[config.mk]
export PLATFORM = sky130hd
export DESIGN_NAME = work_bit_logic_unit
export DESIGN_NICKNAME = d
export VERILOG_FILES = /design/src/work_bit_pkg.sv /design/src/work_bit_sync.sv /design/src/work_bit_eval.sv /design/src/work_bit_logic_unit.sv
export SDC_FILE = /design/constraint.sdc
export NUM_CORES = 1
export LEC_CHECK = 0
export BUFFER_PORTS_ARGS = -buffer_cell sky130_fd_sc_hd__buf_2
export CAP_MARGIN = 20
export CORE_MARGIN = 1.5
export CORE_UTILIZATION = 50
export CTS_CLUSTER_SIZE = 40
export DETAILED_ROUTE_END_ITERATION = 10
export GPL_TIMING_DRIVEN = 0
export PLACE_DENSITY = 0.75
export SETUP_SLACK_MARGIN = 0.02
export SYNTH_ARGS = -nofsm -noshare
export SYNTH_HDL_FRONTEND = slang
export SYNTH_SLANG_ARGS = --single-unit
[constraint.sdc]
create_clock -name clk_i -period 3.35 [get_ports clk_i]
set_input_delay 0.67 -clock clk_i [delete_from_list [all_inputs] [get_ports clk_i]]
set_output_delay 0.67 -clock clk_i [all_outputs]
set_load 0.005 [all_outputs]
[src/work_bit_pkg.sv]
// Shared constants and carrier types for the work bit logic unit.
// Assumes a single clock domain; configuration arrives as static levels.
package work_bit_pkg;

  localparam int NUM_BITS = 8;
  localparam int NUM_INPUTS = 4;
  localparam int SRC_W = 6;
  localparam int NUM_SRC = 36;
  localparam int OP_W = 3;
  localparam int NUM_EVT = 4;

  // Operation types
  localparam logic [2:0] OP_NONE = 3'h0;
  localparam logic [2:0] OP_SOP = 3'h1;
  localparam logic [2:0] OP_POS = 3'h2;
  localparam logic [2:0] OP_OR4 = 3'h3;
  localparam logic [2:0] OP_AND4 = 3'h4;

  // Source codes
  localparam logic [5:0] SRC_ZERO = 6'h00;
  localparam logic [5:0] SRC_ONE = 6'h01;
  localparam logic [5:0] SRC_POWER_UP = 6'h02;
  localparam logic [5:0] SRC_EVT_FIRST = 6'h03;
  localparam logic [5:0] SRC_ALARM1 = 6'h07;
  localparam logic [5:0] SRC_ALARM2 = 6'h08;
  localparam logic [5:0] SRC_ALARM3 = 6'h09;
  localparam logic [5:0] SRC_COUNT_ALARM = 6'h0A;
  localparam logic [5:0] SRC_CTRL_OUT1 = 6'h0B;
  localparam logic [5:0] SRC_CTRL_OUT2 = 6'h0C;
  localparam logic [5:0] SRC_INPUT_ERR = 6'h0D;
  localparam logic [5:0] SRC_RSVD14 = 6'h0E;
  localparam logic [5:0] SRC_BURNOUT = 6'h0F;
  localparam logic [5:0] SRC_SHORT = 6'h10;
  localparam logic [5:0] SRC_OVERCUR = 6'h11;
  localparam logic [5:0] SRC_AUTO_MAN = 6'h12;
  localparam logic [5:0] SRC_RUN_STOP = 6'h13;
  localparam logic [5:0] SRC_RSVD20 = 6'h14;
  localparam logic [5:0] SRC_PROG_START = 6'h15;
  localparam logic [5:0] SRC_TUNE = 6'h16;
  localparam logic [5:0] SRC_RAMP = 6'h17;
  localparam logic [5:0] SRC_MSP_B0 = 6'h18;
  localparam logic [5:0] SRC_MSP_B1 = 6'h19;
  localparam logic [5:0] SRC_RSVD26 = 6'h1A;
  localparam logic [5:0] SRC_PROG_END = 6'h1B;
  localparam logic [5:0] SRC_WORK_FIRST = 6'h1C;

  // Reset values
  localparam logic [7:0] WORK_RST = 8'h00;

  // Controller status inputs, same clock domain
  typedef struct packed {
    logic alarm1;
    logic alarm2;
    logic alarm3;
    logic count_alarm_out1;
    logic count_alarm_out2;
    logic ctrl_out1;
    logic ctrl_out1_is_current;
    logic ctrl_out2;
    logic ctrl_out2_present;
    logic input_err;
    logic heater_burnout_alarm;
    logic heater_short_alarm;
    logic heater_overcurrent_alarm;
    logic auto_manual;
    logic run_stop;
    logic prog_start;
    logic auto_tune;
    logic set_point_ramp;
    logic [1:0] multi_set_point;
    logic prog_end;
  } ctrl_status_t;

  // Per work bit configuration
  typedef struct packed {
    logic [OP_W-1:0] op;
    logic [NUM_INPUTS-1:0][SRC_W-1:0] src;
    logic [NUM_INPUTS-1:0] in_inv;
    logic out_inv;
  } work_cfg_t;

endpackage

[src/work_bit_sync.sv]
// Two flip-flop synchroniser for a vector of asynchronous pins.
// Assumes inputs are slow levels; no glitch filtering.
`timescale 1ns/1ps
module work_bit_sync #(
  parameter int WIDTH = 4
) (
  // Clock and reset
  input wire logic clk_i,
  input wire logic rst_n_i,
  // Data
  input wire logic [WIDTH-1:0] async_i,
  output logic [WIDTH-1:0] sync_o
);
  typedef struct packed {
    logic [WIDTH-1:0] meta;
    logic [WIDTH-1:0] sync;
  } sync_state_t;

  sync_state_t state_ff;
  sync_state_t nxt_state;

  always_comb
  begin
    nxt_state.meta = async_i;
    nxt_state.sync = state_ff.meta;
  end

  always_ff @(posedge clk_i or negedge rst_n_i)
  begin
    if (!rst_n_i)
      state_ff <= '0;
    else
      state_ff <= nxt_state;
  end

  assign sync_o = state_ff.sync;
endmodule

[src/work_bit_eval.sv]
// Combinational evaluation of one work bit from its source vector.
// Assumes the source vector is already registered or synchronised.
`timescale 1ns/1ps
module work_bit_eval
  import work_bit_pkg::*;
(
  // Configuration
  input work_bit_pkg::work_cfg_t cfg_i,
  // Sources
  input wire logic [work_bit_pkg::NUM_SRC-1:0] src_vec_i,
  // Result
  output logic result_o
);
  logic [NUM_INPUTS-1:0] in_val;
  logic comb_res;

  for (genvar k = 0; k < NUM_INPUTS; k++)
  begin : g_in
    // Codes beyond the table read as zero
    assign in_val[k] = ((cfg_i.src[k] < SRC_W'(NUM_SRC)) ? src_vec_i[cfg_i.src[k]] : 1'b0)
                       ^ cfg_i.in_inv[k];
  end

  always_comb
  begin
    case (cfg_i.op)
      OP_SOP: comb_res = (in_val[0] & in_val[1]) | (in_val[2] & in_val[3]);
      OP_POS: comb_res = (in_val[0] | in_val[2]) & (in_val[1] | in_val[3]);
      OP_OR4: comb_res = |in_val;
      OP_AND4: comb_res = &in_val;
      default: comb_res = 1'b0;
    endcase
  end

  // No-operation stays 0 even with output inversion
  assign result_o = (cfg_i.op == OP_NONE) ? 1'b0 : (comb_res ^ cfg_i.out_inv);
endmodule

[src/work_bit_logic_unit.sv]
// Summary of operation
// - Eight independent work bits, each with operation, four sources and inversions.
// - After reset all work bits read 0 until the first scan.
// - Indicator dot is lit while any work bit has an operation.
// - Operation 1: (A and B) or (C and D).
// - Operation 2: (A or C) and (B or D).
// - Operation 4: A and B and C and D.
// - Source 0 is 0, 1 is 1, 2 pulses one scan after power-up.
// - Sources 3 to 6 are event inputs 1 to 4, absent ones unavailable.
// - Sources 7 to 9 are alarms 1 to 3; 10 ORs count alarms.
// - Source 11 is control output 1, zero when it is a current output.
// - Source 12 is control output 2, zero when that output is absent.
// - Source 13 input error; 15 to 17 burnout, short, overcurrent alarms.
// - Sources 18,19,21,22,23: auto/manual, run/stop, program start, auto-tune, ramp.
// - Sources 24, 25 are multi set point bits; 27 is program end.
// - All inputs share one encoding; 28 to 35 feed back work bits 1 to 8.
// - Each input has its own inversion before combination.
// - Each work bit has an output inversion before storing.
// - Work bit values are outputs for routing and state switching.
//
// Top of the work bit logic unit: evaluates all work bits once per scan.
// Assumes scan_i is a one-cycle pulse from the controller sequencer and
// configuration and status inputs come from logic on clk_i.
`timescale 1ns/1ps
module work_bit_logic_unit
  import work_bit_pkg::*;
#(
  parameter int NUM_WORK = 8,
  parameter logic [3:0] EVT_PRESENT = 4'hF
) (
  // Clock and reset
  input wire logic clk_i,
  input wire logic rst_n_i,
  // Scan timing
  input wire logic scan_i,
  // Configuration
  input work_bit_pkg::work_cfg_t [7:0] cfg_i,
  // Controller status
  input work_bit_pkg::ctrl_status_t status_i,
  // External event pins
  input wire logic [3:0] event_pin_i,
  // Results
  output logic [7:0] work_bit_o,
  output logic logic_dot_o
);
  import work_bit_pkg::*;

  if (NUM_WORK != NUM_BITS)
  begin : g_bad_num
    $error("work_bit_logic_unit: NUM_WORK must be 8");
  end

  typedef struct packed {
    logic [NUM_BITS-1:0] work;
    logic first_done;
    logic power_pulse;
    logic dot;
  } unit_state_t;

  unit_state_t state_ff;
  unit_state_t nxt_state;
  logic [NUM_EVT-1:0] evt_sync;
  logic [NUM_SRC-1:0] src_vec;
  logic [NUM_BITS-1:0] result;
  logic any_op;

  work_bit_sync #(
    .WIDTH(NUM_EVT)
  ) u_evt_sync (
    .clk_i(clk_i),
    .rst_n_i(rst_n_i),
    .async_i(event_pin_i),
    .sync_o(evt_sync)
  );

  // One shared source vector serves every input of every work bit
  always_comb
  begin
    src_vec = '0;
    src_vec[SRC_ZERO] = 1'b0;
    src_vec[SRC_ONE] = 1'b1;
    src_vec[SRC_POWER_UP] = state_ff.power_pulse;
    for (int e = 0; e < NUM_EVT; e++)
    begin
      src_vec[SRC_EVT_FIRST + e] = evt_sync[e] & EVT_PRESENT[e];
    end
    src_vec[SRC_ALARM1] = status_i.alarm1;
    src_vec[SRC_ALARM2] = status_i.alarm2;
    src_vec[SRC_ALARM3] = status_i.alarm3;
    src_vec[SRC_COUNT_ALARM] = status_i.count_alarm_out1 | status_i.count_alarm_out2;
    src_vec[SRC_CTRL_OUT1] = status_i.ctrl_out1 & ~status_i.ctrl_out1_is_current;
    src_vec[SRC_CTRL_OUT2] = status_i.ctrl_out2 & status_i.ctrl_out2_present;
    src_vec[SRC_INPUT_ERR] = status_i.input_err;
    src_vec[SRC_RSVD14] = 1'b0;
    src_vec[SRC_BURNOUT] = status_i.heater_burnout_alarm;
    src_vec[SRC_SHORT] = status_i.heater_short_alarm;
    src_vec[SRC_OVERCUR] = status_i.heater_overcurrent_alarm;
    src_vec[SRC_AUTO_MAN] = status_i.auto_manual;
    src_vec[SRC_RUN_STOP] = status_i.run_stop;
    src_vec[SRC_RSVD20] = 1'b0;
    src_vec[SRC_PROG_START] = status_i.prog_start;
    src_vec[SRC_TUNE] = status_i.auto_tune;
    src_vec[SRC_RAMP] = status_i.set_point_ramp;
    src_vec[SRC_MSP_B0] = status_i.multi_set_point[0];
    src_vec[SRC_MSP_B1] = status_i.multi_set_point[1];
    src_vec[SRC_RSVD26] = 1'b0;
    src_vec[SRC_PROG_END] = status_i.prog_end;
    // Feedback uses last scan's values, so loops cannot oscillate within a scan
    for (int w = 0; w < NUM_BITS; w++)
    begin
      src_vec[SRC_WORK_FIRST + w] = state_ff.work[w];
    end
  end

  for (genvar w = 0; w < NUM_BITS; w++)
  begin : g_work
    work_bit_eval u_eval (
      .cfg_i(cfg_i[w]),
      .src_vec_i(src_vec),
      .result_o(result[w])
    );
  end

  always_comb
  begin
    any_op = 1'b0;
    for (int w = 0; w < NUM_BITS; w++)
    begin
      any_op = any_op | (cfg_i[w].op != OP_NONE);
    end
  end

  always_comb
  begin
    nxt_state = state_ff;
    nxt_state.dot = any_op;
    if (scan_i)
    begin
      nxt_state.work = result;
      // Power-up source is set by the first scan and is high during the second scan only
      nxt_state.power_pulse = ~state_ff.first_done;
      nxt_state.first_done = 1'b1;
    end
  end

  always_ff @(posedge clk_i or negedge rst_n_i)
  begin
    if (!rst_n_i)
    begin
      state_ff.work <= WORK_RST;
      state_ff.first_done <= 1'b0;
      state_ff.power_pulse <= 1'b0;
      state_ff.dot <= 1'b0;
    end
    else
      state_ff <= nxt_state;
  end

  assign work_bit_o = state_ff.work;
  assign logic_dot_o = state_ff.dot;

  // Reference view of work bit 1 inputs, read by the checks only
  logic [NUM_INPUTS-1:0] chk_sel;
  logic [NUM_INPUTS-1:0] chk_in;
  logic [NUM_BITS-1:0] noop_mask;

  always_comb
  begin
    chk_sel = '0;
    chk_in = '0;
    noop_mask = '0;
    for (int k = 0; k < NUM_INPUTS; k++)
    begin
      if (cfg_i[0].src[k] < SRC_W'(NUM_SRC))
      begin
        chk_sel[k] = src_vec[cfg_i[0].src[k]];
      end
      chk_in[k] = chk_sel[k] ^ cfg_i[0].in_inv[k];
    end
    for (int w = 0; w < NUM_BITS; w++)
    begin
      noop_mask[w] = (cfg_i[w].op == OP_NONE);
    end
  end

  // Assertions

  // Storage and no-operation
  AST_WORK_HOLD: assert property (@(posedge clk_i) disable iff (!rst_n_i)
    !$past(scan_i) |-> $stable(work_bit_o))
    else $error("work bits changed without a scan");

  AST_NOOP_ZERO: assert property (@(posedge clk_i) disable iff (!rst_n_i)
    (scan_i && cfg_i[0].op == OP_NONE) |=> !work_bit_o[0])
    else $error("no-operation work bit not zero");

  AST_NOOP_ALL: assert property (@(posedge clk_i) disable iff (!rst_n_i)
    scan_i |=> ((work_bit_o & $past(noop_mask)) == '0))
    else $error("a no-operation work bit is set");

  // Indicator dot
  AST_DOT: assert property (@(posedge clk_i) disable iff (!rst_n_i)
    any_op |=> logic_dot_o)
    else $error("indicator dot missing");

  AST_DOT_OFF: assert property (@(posedge clk_i) disable iff (!rst_n_i)
    !any_op |=> !logic_dot_o)
    else $error("indicator dot lit without operation");

  // Operation types, checked on work bit 1
  AST_SOP: assert property (@(posedge clk_i) disable iff (!rst_n_i)
    (scan_i && cfg_i[0].op == OP_SOP && !cfg_i[0].out_inv)
    |=> work_bit_o[0] == $past((chk_in[0] & chk_in[1]) | (chk_in[2] & chk_in[3])))
    else $error("sum of products wrong");

  AST_POS: assert property (@(posedge clk_i) disable iff (!rst_n_i)
    (scan_i && cfg_i[0].op == OP_POS && !cfg_i[0].out_inv)
    |=> work_bit_o[0] == $past((chk_in[0] | chk_in[2]) & (chk_in[1] | chk_in[3])))
    else $error("product of sums wrong");

  AST_OR4: assert property (@(posedge clk_i) disable iff (!rst_n_i)
    (scan_i && cfg_i[0].op == OP_OR4 && !cfg_i[0].out_inv)
    |=> work_bit_o[0] == $past(|chk_in))
    else $error("four-way OR wrong");

  AST_AND4: assert property (@(posedge clk_i) disable iff (!rst_n_i)
    (scan_i && cfg_i[0].op == OP_AND4 && !cfg_i[0].out_inv && cfg_i[0].src == '0
     && cfg_i[0].in_inv == 4'hF) |=> work_bit_o[0])
    else $error("four-way AND wrong");

  AST_AND4_REF: assert property (@(posedge clk_i) disable iff (!rst_n_i)
    (scan_i && cfg_i[0].op == OP_AND4 && !cfg_i[0].out_inv)
    |=> work_bit_o[0] == $past(&chk_in))
    else $error("four-way AND against inputs wrong");

  // Constant and power-up sources
  AST_CONSTS: assert property (@(posedge clk_i) disable iff (!rst_n_i)
    !src_vec[SRC_ZERO] && src_vec[SRC_ONE])
    else $error("constant sources wrong");

  AST_PULSE_FIRST: assert property (@(posedge clk_i) disable iff (!rst_n_i)
    (scan_i && !state_ff.first_done) |=> state_ff.power_pulse)
    else $error("power-up pulse missing");

  AST_PULSE_ONCE: assert property (@(posedge clk_i) disable iff (!rst_n_i)
    (scan_i && state_ff.first_done) |=> !state_ff.power_pulse)
    else $error("power-up pulse repeated");

  AST_PULSE_HOLD: assert property (@(posedge clk_i) disable iff (!rst_n_i)
    !scan_i |=> $stable(state_ff.power_pulse))
    else $error("power-up pulse moved between scans");

  // Event inputs
  AST_EVT: assert property (@(posedge clk_i) disable iff (!rst_n_i)
    src_vec[SRC_EVT_FIRST +: NUM_EVT] == (evt_sync & EVT_PRESENT))
    else $error("event source wrong");

  AST_EVT_ABSENT: assert property (@(posedge clk_i) disable iff (!rst_n_i)
    (src_vec[SRC_EVT_FIRST +: NUM_EVT] & ~EVT_PRESENT) == '0)
    else $error("absent event input not zero");

  // Alarms and control outputs
  AST_ALARMS: assert property (@(posedge clk_i) disable iff (!rst_n_i)
    src_vec[SRC_ALARM1 +: 3] == {status_i.alarm3, status_i.alarm2, status_i.alarm1})
    else $error("alarm source wrong");

  AST_COUNT_ALARM: assert property (@(posedge clk_i) disable iff (!rst_n_i)
    src_vec[SRC_COUNT_ALARM] == (status_i.count_alarm_out1 | status_i.count_alarm_out2))
    else $error("count alarm source wrong");

  AST_CUR_OUT: assert property (@(posedge clk_i) disable iff (!rst_n_i)
    status_i.ctrl_out1_is_current |-> !src_vec[SRC_CTRL_OUT1])
    else $error("current output leaked");

  AST_OUT1_PASS: assert property (@(posedge clk_i) disable iff (!rst_n_i)
    !status_i.ctrl_out1_is_current |-> src_vec[SRC_CTRL_OUT1] == status_i.ctrl_out1)
    else $error("control output 1 source wrong");

  AST_NO_OUT2: assert property (@(posedge clk_i) disable iff (!rst_n_i)
    !status_i.ctrl_out2_present |-> !src_vec[SRC_CTRL_OUT2])
    else $error("missing output 2 leaked");

  AST_OUT2_PASS: assert property (@(posedge clk_i) disable iff (!rst_n_i)
    status_i.ctrl_out2_present |-> src_vec[SRC_CTRL_OUT2] == status_i.ctrl_out2)
    else $error("control output 2 source wrong");

  AST_HEATER: assert property (@(posedge clk_i) disable iff (!rst_n_i)
    src_vec[SRC_INPUT_ERR] == status_i.input_err && src_vec[SRC_BURNOUT +: 3] ==
    {status_i.heater_overcurrent_alarm, status_i.heater_short_alarm, status_i.heater_burnout_alarm})
    else $error("error or heater source wrong");

  // Reserved codes
  AST_RSVD: assert property (@(posedge clk_i) disable iff (!rst_n_i)
    !(src_vec[SRC_RSVD14] | src_vec[SRC_RSVD20] | src_vec[SRC_RSVD26]))
    else $error("reserved source not zero");

  AST_RSVD_USE: assert property (@(posedge clk_i) disable iff (!rst_n_i)
    (scan_i && cfg_i[0].op == OP_OR4 && !cfg_i[0].out_inv && cfg_i[0].in_inv == 4'h0
     && cfg_i[0].src == {4{SRC_RSVD14}}) |=> !work_bit_o[0])
    else $error("reserved code gave a one");

  // Operating states
  AST_STATES: assert property (@(posedge clk_i) disable iff (!rst_n_i)
    src_vec[SRC_AUTO_MAN] == status_i.auto_manual && src_vec[SRC_RUN_STOP] == status_i.run_stop
    && src_vec[SRC_PROG_START +: 3] == {status_i.set_point_ramp, status_i.auto_tune, status_i.prog_start})
    else $error("state source wrong");

  AST_MSP: assert property (@(posedge clk_i) disable iff (!rst_n_i)
    src_vec[SRC_MSP_B0 +: 2] == status_i.multi_set_point && src_vec[SRC_PROG_END] == status_i.prog_end)
    else $error("set point or program end source wrong");

  // Feedback
  AST_FEEDBACK: assert property (@(posedge clk_i) disable iff (!rst_n_i)
    src_vec[SRC_WORK_FIRST +: NUM_BITS] == work_bit_o)
    else $error("feedback mismatch");

  AST_FEEDBACK_SCAN: assert property (@(posedge clk_i) disable iff (!rst_n_i)
    (scan_i && cfg_i[1].op == OP_OR4 && !cfg_i[1].out_inv && cfg_i[1].in_inv == 4'h0
     && cfg_i[1].src == {4{SRC_WORK_FIRST}}) |=> work_bit_o[1] == $past(work_bit_o[0]))
    else $error("feedback did not use the previous scan");

  // Inversions
  AST_IN_INV: assert property (@(posedge clk_i) disable iff (!rst_n_i)
    (scan_i && cfg_i[0].op == OP_OR4 && !cfg_i[0].out_inv && cfg_i[0].in_inv == 4'hF
     && cfg_i[0].src == '0) |=> work_bit_o[0])
    else $error("input inversion missing");

  AST_OUT_INV: assert property (@(posedge clk_i) disable iff (!rst_n_i)
    (scan_i && cfg_i[0].op == OP_OR4 && cfg_i[0].out_inv)
    |=> work_bit_o[0] == !$past(|chk_in))
    else $error("output inversion missing");

  // Routing
  AST_SCAN_LOAD: assert property (@(posedge clk_i) disable iff (!rst_n_i)
    scan_i |=> work_bit_o == $past(result))
    else $error("scan result not presented");

  COV_FIRST_SCAN: cover property (@(posedge clk_i) disable iff (!rst_n_i)
    scan_i && !state_ff.first_done);

  COV_WORK_SET: cover property (@(posedge clk_i) disable iff (!rst_n_i)
    $rose(work_bit_o[0]));

  COV_DOT_ON: cover property (@(posedge clk_i) disable iff (!rst_n_i)
    $rose(logic_dot_o));

  COV_FEEDBACK_SET: cover property (@(posedge clk_i) disable iff (!rst_n_i)
    scan_i && cfg_i[1].src[0] == SRC_WORK_FIRST && work_bit_o[0]);

  COV_INVERTED: cover property (@(posedge clk_i) disable iff (!rst_n_i)
    scan_i && cfg_i[0].out_inv && cfg_i[0].op != OP_NONE);
endmodule

# After elaboration in Yosys (flattened, before gate mapping)

Index checks and enable logic that the tools add are counted.

Magnitude comparators: 64
Equality and inequality tests: 32
Reductions and logical operators: 32
Bitwise logic cells: 100
Multiplexer cells: 112

Operators by type and width:

| operator           | number |
|---|---|
| $lt 6x7->1 const B | 32 |
| $bmux 1 s6         | 32 |
| $lt 6x6->1 const B | 32 |
| $mux 1             | 72 |
| $eq 3x2->1 const B | 16 |
| $xor 1x1->1        | 40 |
| $or 1x1->1         | 32 |
| $pmux 1 s4         | 8 |
| $reduce_and 4->1   | 8 |
| $reduce_or 4->1    | 8 |
| $and 1x1->1        | 26 |
| $eq 3x1->1 const B | 8 |
| $eq 3x3->1 const B | 8 |
| $logic_not 3->1    | 8 |
| $reduce_bool 3->1  | 8 |
| $not 1->1          | 2 |

Bits in registers: 19
Output and inout bits: 9
Word-level logic and storage cells: 346
Input bits: 284

# Longest topological paths before layout

Word-level depth: 11
Depth in mapped cells: 13
Gate-level depth less buffers: 10

# By module

From an unflattened synthesis, not the netlist that was laid out.

Cell total of the unflattened synthesis: 1420
Area total of the unflattened synthesis: 13392.8 µm²

Modules (own cells, without submodules):

| module              | area each (µm²) | sequential area each (µm²) | times used | cells an instance |
|---|---|---|---|---|
| work_bit_eval       | 1582.8          | 0.0                        | 8          | 171 |
| work_bit_logic_unit | 530.5           | 275.3                      | 1          | 44 |
| work_bit_sync       | 200.2           | 200.2                      | 1          | 8 |

# Worst setup path before layout

OpenSTA, ideal clock, no wires.

Path kind: input to register
Start point: input status_i[16] (netlist bit)
End point: register state_ff, in the netlist work_bit_o[3]
Setup slack: -174 ps
Data required time: 3218 ps
Cell stages on the path: 11
Path buffers: 1
Arrival time: 3392 ps
Setup time: 132 ps
Cell sequence: or2_1 > buf_6 > mux4_1 > mux4_2 > o32ai_1 > xor2_1 > o41a_1 > o2bb2a_1 > a221oi_2 > xnor2_1 > o22ai_1

Cells in the longest elaborated chain, start to end: 10
Elaborated cells on any way between the ends: 28
Those cells by class: mux: 14; bitwise: 12; reduce/logical: 2

RTL lines:

| what                                             | line                                     | RTL |
|---|---|---|
| start: declaration                               | work_bit_logic_unit.sv:39                | `input work_bit_pkg::ctrl_status_t status_i,` |
| $or 1x1->1 *                                     | work_bit_logic_unit.sv:90                | `src_vec[SRC_COUNT_ALARM] = status_i.count_alarm_out1 \| status_i.count_alarm_out2;` |
| $bmux 1 s6                                       | work_bit_eval.sv:20                      | `assign in_val[k] = ((cfg_i.src[k] < SRC_W'(NUM_SRC)) ? src_vec_i[cfg_i.src[k]] : 1'b0)` |
| $mux 1 (implied by the code)                     | work_bit_eval.sv:20                      |  |
| $mux 1                                           | work_bit_eval.sv:20                      |  |
| $xor 1x1->1                                      | work_bit_eval.sv:21                      | `^ cfg_i.in_inv[k];` |
| $or 1x1->1 / $and 1x1->1 (equally long branches) | work_bit_eval.sv:28, work_bit_eval.sv:27 |  |
| $and 1x1->1 / $or 1x1->1 (equally long branches) | work_bit_eval.sv:28, work_bit_eval.sv:27 |  |
| $pmux 1 s4 *                                     | work_bit_eval.sv:26                      | `case (cfg_i.op)` |
| $xor 1x1->1 *                                    | work_bit_eval.sv:36                      | `assign result_o = (cfg_i.op == OP_NONE) ? 1'b0 : (comb_res ^ cfg_i.out_inv);` |
| $mux 1 *                                         | work_bit_eval.sv:36                      |  |
| end signal: assignment                           | work_bit_logic_unit.sv:156               | `state_ff <= nxt_state;` |
| end: declaration                                 | work_bit_logic_unit.sv:60                | `unit_state_t state_ff;` |

Every way passes the cells marked *; elsewhere a longest branch is shown, timed or not. The select of a mux whose other input is x is not followed.
A chain may end at the register's enable or synchronous reset.

# Final worst setup path

Ends and elaborated chain as after synthesis.

==> results.json <==
{
  "crit_start": "status_i[16]",
  "nets": 1969,
  "pre_cts_slack_ns": -1.57,
  "critical_path.top_delay_family": "compound AO/OA/AOI/OAI gates",
  "worstMarginPinSlew_ns": 0.787,
  "slew_viol_final": 0,
  "fillers": 2039,
  "clock_path_buffers": 2,
  "vdd_drop_max_mv": 0.325,
  "cts.sinks": 19,
  "drtPass1Iterations": 7,
  "rr_startpoint": "work_bit_o[6]$_DFFE_PN0P_",
  "initial_utilization_pct": 51.0,
  "power_density_nw_per_um2": 225,
  "leakage_uw": 0.00626,
  "outcome": "complete, but fails checks",
  "hold_buffers": 0,
  "h-tree-depth": 1,
  "postPlaceCellArea_um2": 13700,
  "rsz0062_at_grt": "true",
  "yosys_warnings": 0,
  "synth_top_area_share_pct": 28.9,
  "cp.depth": 12,
  "stdcell_count": 2007,
  "numPortBuffers": 262,
  "die_w_um": 158,
  "via_count": 15100,
  "async_reset_ff_share_pct": 100,
  "drive_gt1_share_pct": 44.6,
  "crit_type": "in2reg",
  "grt_max_degree": 20,
  "slew_headroom_pct": 47.1,
  "critPathBufInv": 2,
  "worstHoldPathType": "reg2reg",
  "routedWlPerCell_um": 30.0,
  "r2r_setup_slack_ns": -0.16,
  "synth-seq-area-share_pct": 3.96,
  "cp_data_arrival_time_ns": 3.82,
  "cp-end-kind": "register",
  "overflow": 0,
  "clock_skew_ns": 0.00404,
  "worstHoldStart": "u_evt_sync.nxt_state[1]$_DFF_PN0_",
  "root_buffer": "clkbuf_16",
  "wl_mm": 60.3,
  "cp_data_required_time_ns": 3.47,
  "r2r_cells": 10,
  "dieArea_um2": 24900,
  "grt_antenna_before_repair": 3,
  "yosys-top-cells-area": "mux4_2 (29%), mux2i_1 (9.9%), mux2_2 (4.6%), dfrtp_1 (4.0%), clkbuf_1 (3.0%)",
  "yosys.area.top_type": "mux4_2",
  "max_freq_ghz": 0.271,
  "setup_viol": 5,
  "synth_most_common_cell": "mux4_2",
  "drc": 0,
  "io-pin-count": 293,
  "synth_common_cells": "mux4_2 (154), mux2i_1 (119), clkbuf_1 (96)",
  "syn_area_um2": 12000,
  "crit_end": "work_bit_o[3]$_DFFE_PN0P_",
  "synth_edf_count": 0,
  "coreArea_um2": 23500,
  "viasPerCell": 7.53,
  "syn_to_final_growth_pct": 26.9,
  "syn-num-nets": 1663,
  "fin_util_pct": 64.7,
  "placedCellCount": 1960,
  "r2r_end": "work_bit_o[4]$_DFFE_PN0P_",
  "cap_viol_max_count": 0,
  "path_max_fanout": 8,
  "finalCritPeriodShare_pct": 110,
  "critPathMaxStageDelay_ns": 0.51,
  "grt_use_total_pct": 46.8,
  "avgSynthCellArea_um2": 8.70,
  "hold_viol_final": 0,
  "die_y_um": 158,
  "cts.reportedPaths.clkPinSlew_ns": 0.07,
  "design_area_um2": 15200,
  "path_cells": "buf_6, or2_1, buf_6, mux4_2, mux4_2, o32ai_4, xor2_2, o41a_1, o2bb2a_4, a221oi_4, xnor2_1, o22ai_1",
  "cts_tree": "built",
  "gp_congestion": 1.01,
  "ys_seq_elements": 19,
  "slowest_stage": "mux4_2",
  "insertion_delay_ns": 0.26,
  "drtIter0Drc": 2433,
  "power.total_uw": 3420,
  "grt_pass1_vias": 13800,
  "violations": "setup timing",
  "antenna_left": 0,
  "synth_flop_cell": "dfrtp_1",
  "setup_ws_ns": -0.343,
  "grt_pass1_wl_mm": 85.4,
  "hpwl_mm": 41.8,
  "numCtsBuffers": 3,
  "rows": 56,
  "yosysUniqueCellTypes": 82,
  "finalCriticalPeriod_ns": 3.69,
  "syn_inst": 1379,
  "startpoint_type": "primary input"
}
## power by group
part / switching, uW / internal, uW
Clock: 112 / 162
Combinational: 1550 / 1280
Sequential: 64.2 / 255
## routing by layer
layer  part of all wire, %  track usage [%]  routed length [um]
met1                    34             58.5               20600
met2                    41             68.1               24600
met3                    16             17.7                9830
met4                   8.7             28.9                5230
met5                     0             1.24                   0
## registers in the layout, indices dropped and copies added (netlist names)
register	count
work_bit_o	8
u_evt_sync.nxt_state	4
logic_dot_o	1
src_vec	1
u_evt_sync.sync_o	4
state_ff	1
## cells in the final DEF, fill, tap and decap left out, drive strengths merged, types with 17 or more instances in the layout
cell type / synthesis / layout
or3: 17 / 17
nand2: 66 / 66
o21ai: 39 / 39
nor3: 17 / 17
inv: 67 / 62
nand3b: 28 / 28
mux2: 49 / 49
a211oi: 26 / 26
nand2b: 36 / 36
dfrtp: 19 / 19
nor2b: 27 / 27
nor2: 87 / 87
buf: 77 / 393
a21oi: 59 / 59
a31oi: 29 / 29
mux4: 160 / 160
a221oi: 22 / 22
mux2i: 119 / 119
clkbuf: 98 / 86
## what timing repair did
item | CTS | global route
setup endpoints to repair | 8 | 8
pin swaps | 20 | 29
gates resized for setup | 183 | 198
buffers inserted | 17 | 23
## stage by stage
stage	hold WS (ns)	TNS, ns
2_1_floorplan	0.331	-0.0973
4_1_cts	0.350	-1.21
3_3_place_gp	0.333	-10.50
5_1_grt	0.353	-1.29
3_5_place_dp	0.335	-10.49
6_report	0.348	-1.21
## area by class of cell
| class | count | area, um2 | area share, % |
|---|---|---|---|
| multi-input combinational | 1118 | 11000 | 72.3 |
| timing repair buffer | 302 | 1650 | 10.8 |
| buffer | 174 | 1310 | 8.60 |
| sequential | 19 | 492 | 3.23 |
| tap | 319 | 399 | 2.62 |
| inverter | 67 | 270 | 1.77 |
| clock buffer | 3 | 75.1 | 0.493 |
| antenna | 4 | 10.0 | 0.0657 |
| clock inverter | 1 | 7.51 | 0.0493 |
## logic make-up after synthesis
group | synth area share [%]
buffers and inverters | 8.38
adder cells (fa/ha/maj) | 0.250
AO/OA/AOI/OAI | 22.3
AND/OR/NAND/NOR | 19.0
XOR/XNOR | 1.39
flip-flops | 3.96
multiplexers | 44.7
## how the worst min path moves through the flow
| stage | to | slack (ns) | cells past startpoint |
|---|---|---|---|
| after floorplan | u_evt_sync.sync_o[0]$_DFF_PN0_ | 0.33 | 0 |
| after global placement | u_evt_sync.sync_o[0]$_DFF_PN0_ | 0.33 | 0 |
| after detailed placement | u_evt_sync.sync_o[1]$_DFF_PN0_ | 0.33 | 0 |
| after CTS | u_evt_sync.sync_o[1]$_DFF_PN0_ | 0.35 | 0 |
| after global routing | u_evt_sync.sync_o[3]$_DFF_PN0_ | 0.35 | 0 |
| final | u_evt_sync.sync_o[1]$_DFF_PN0_ | 0.35 | 0 |
No activity file was read; power rests on OpenSTA's default activity.
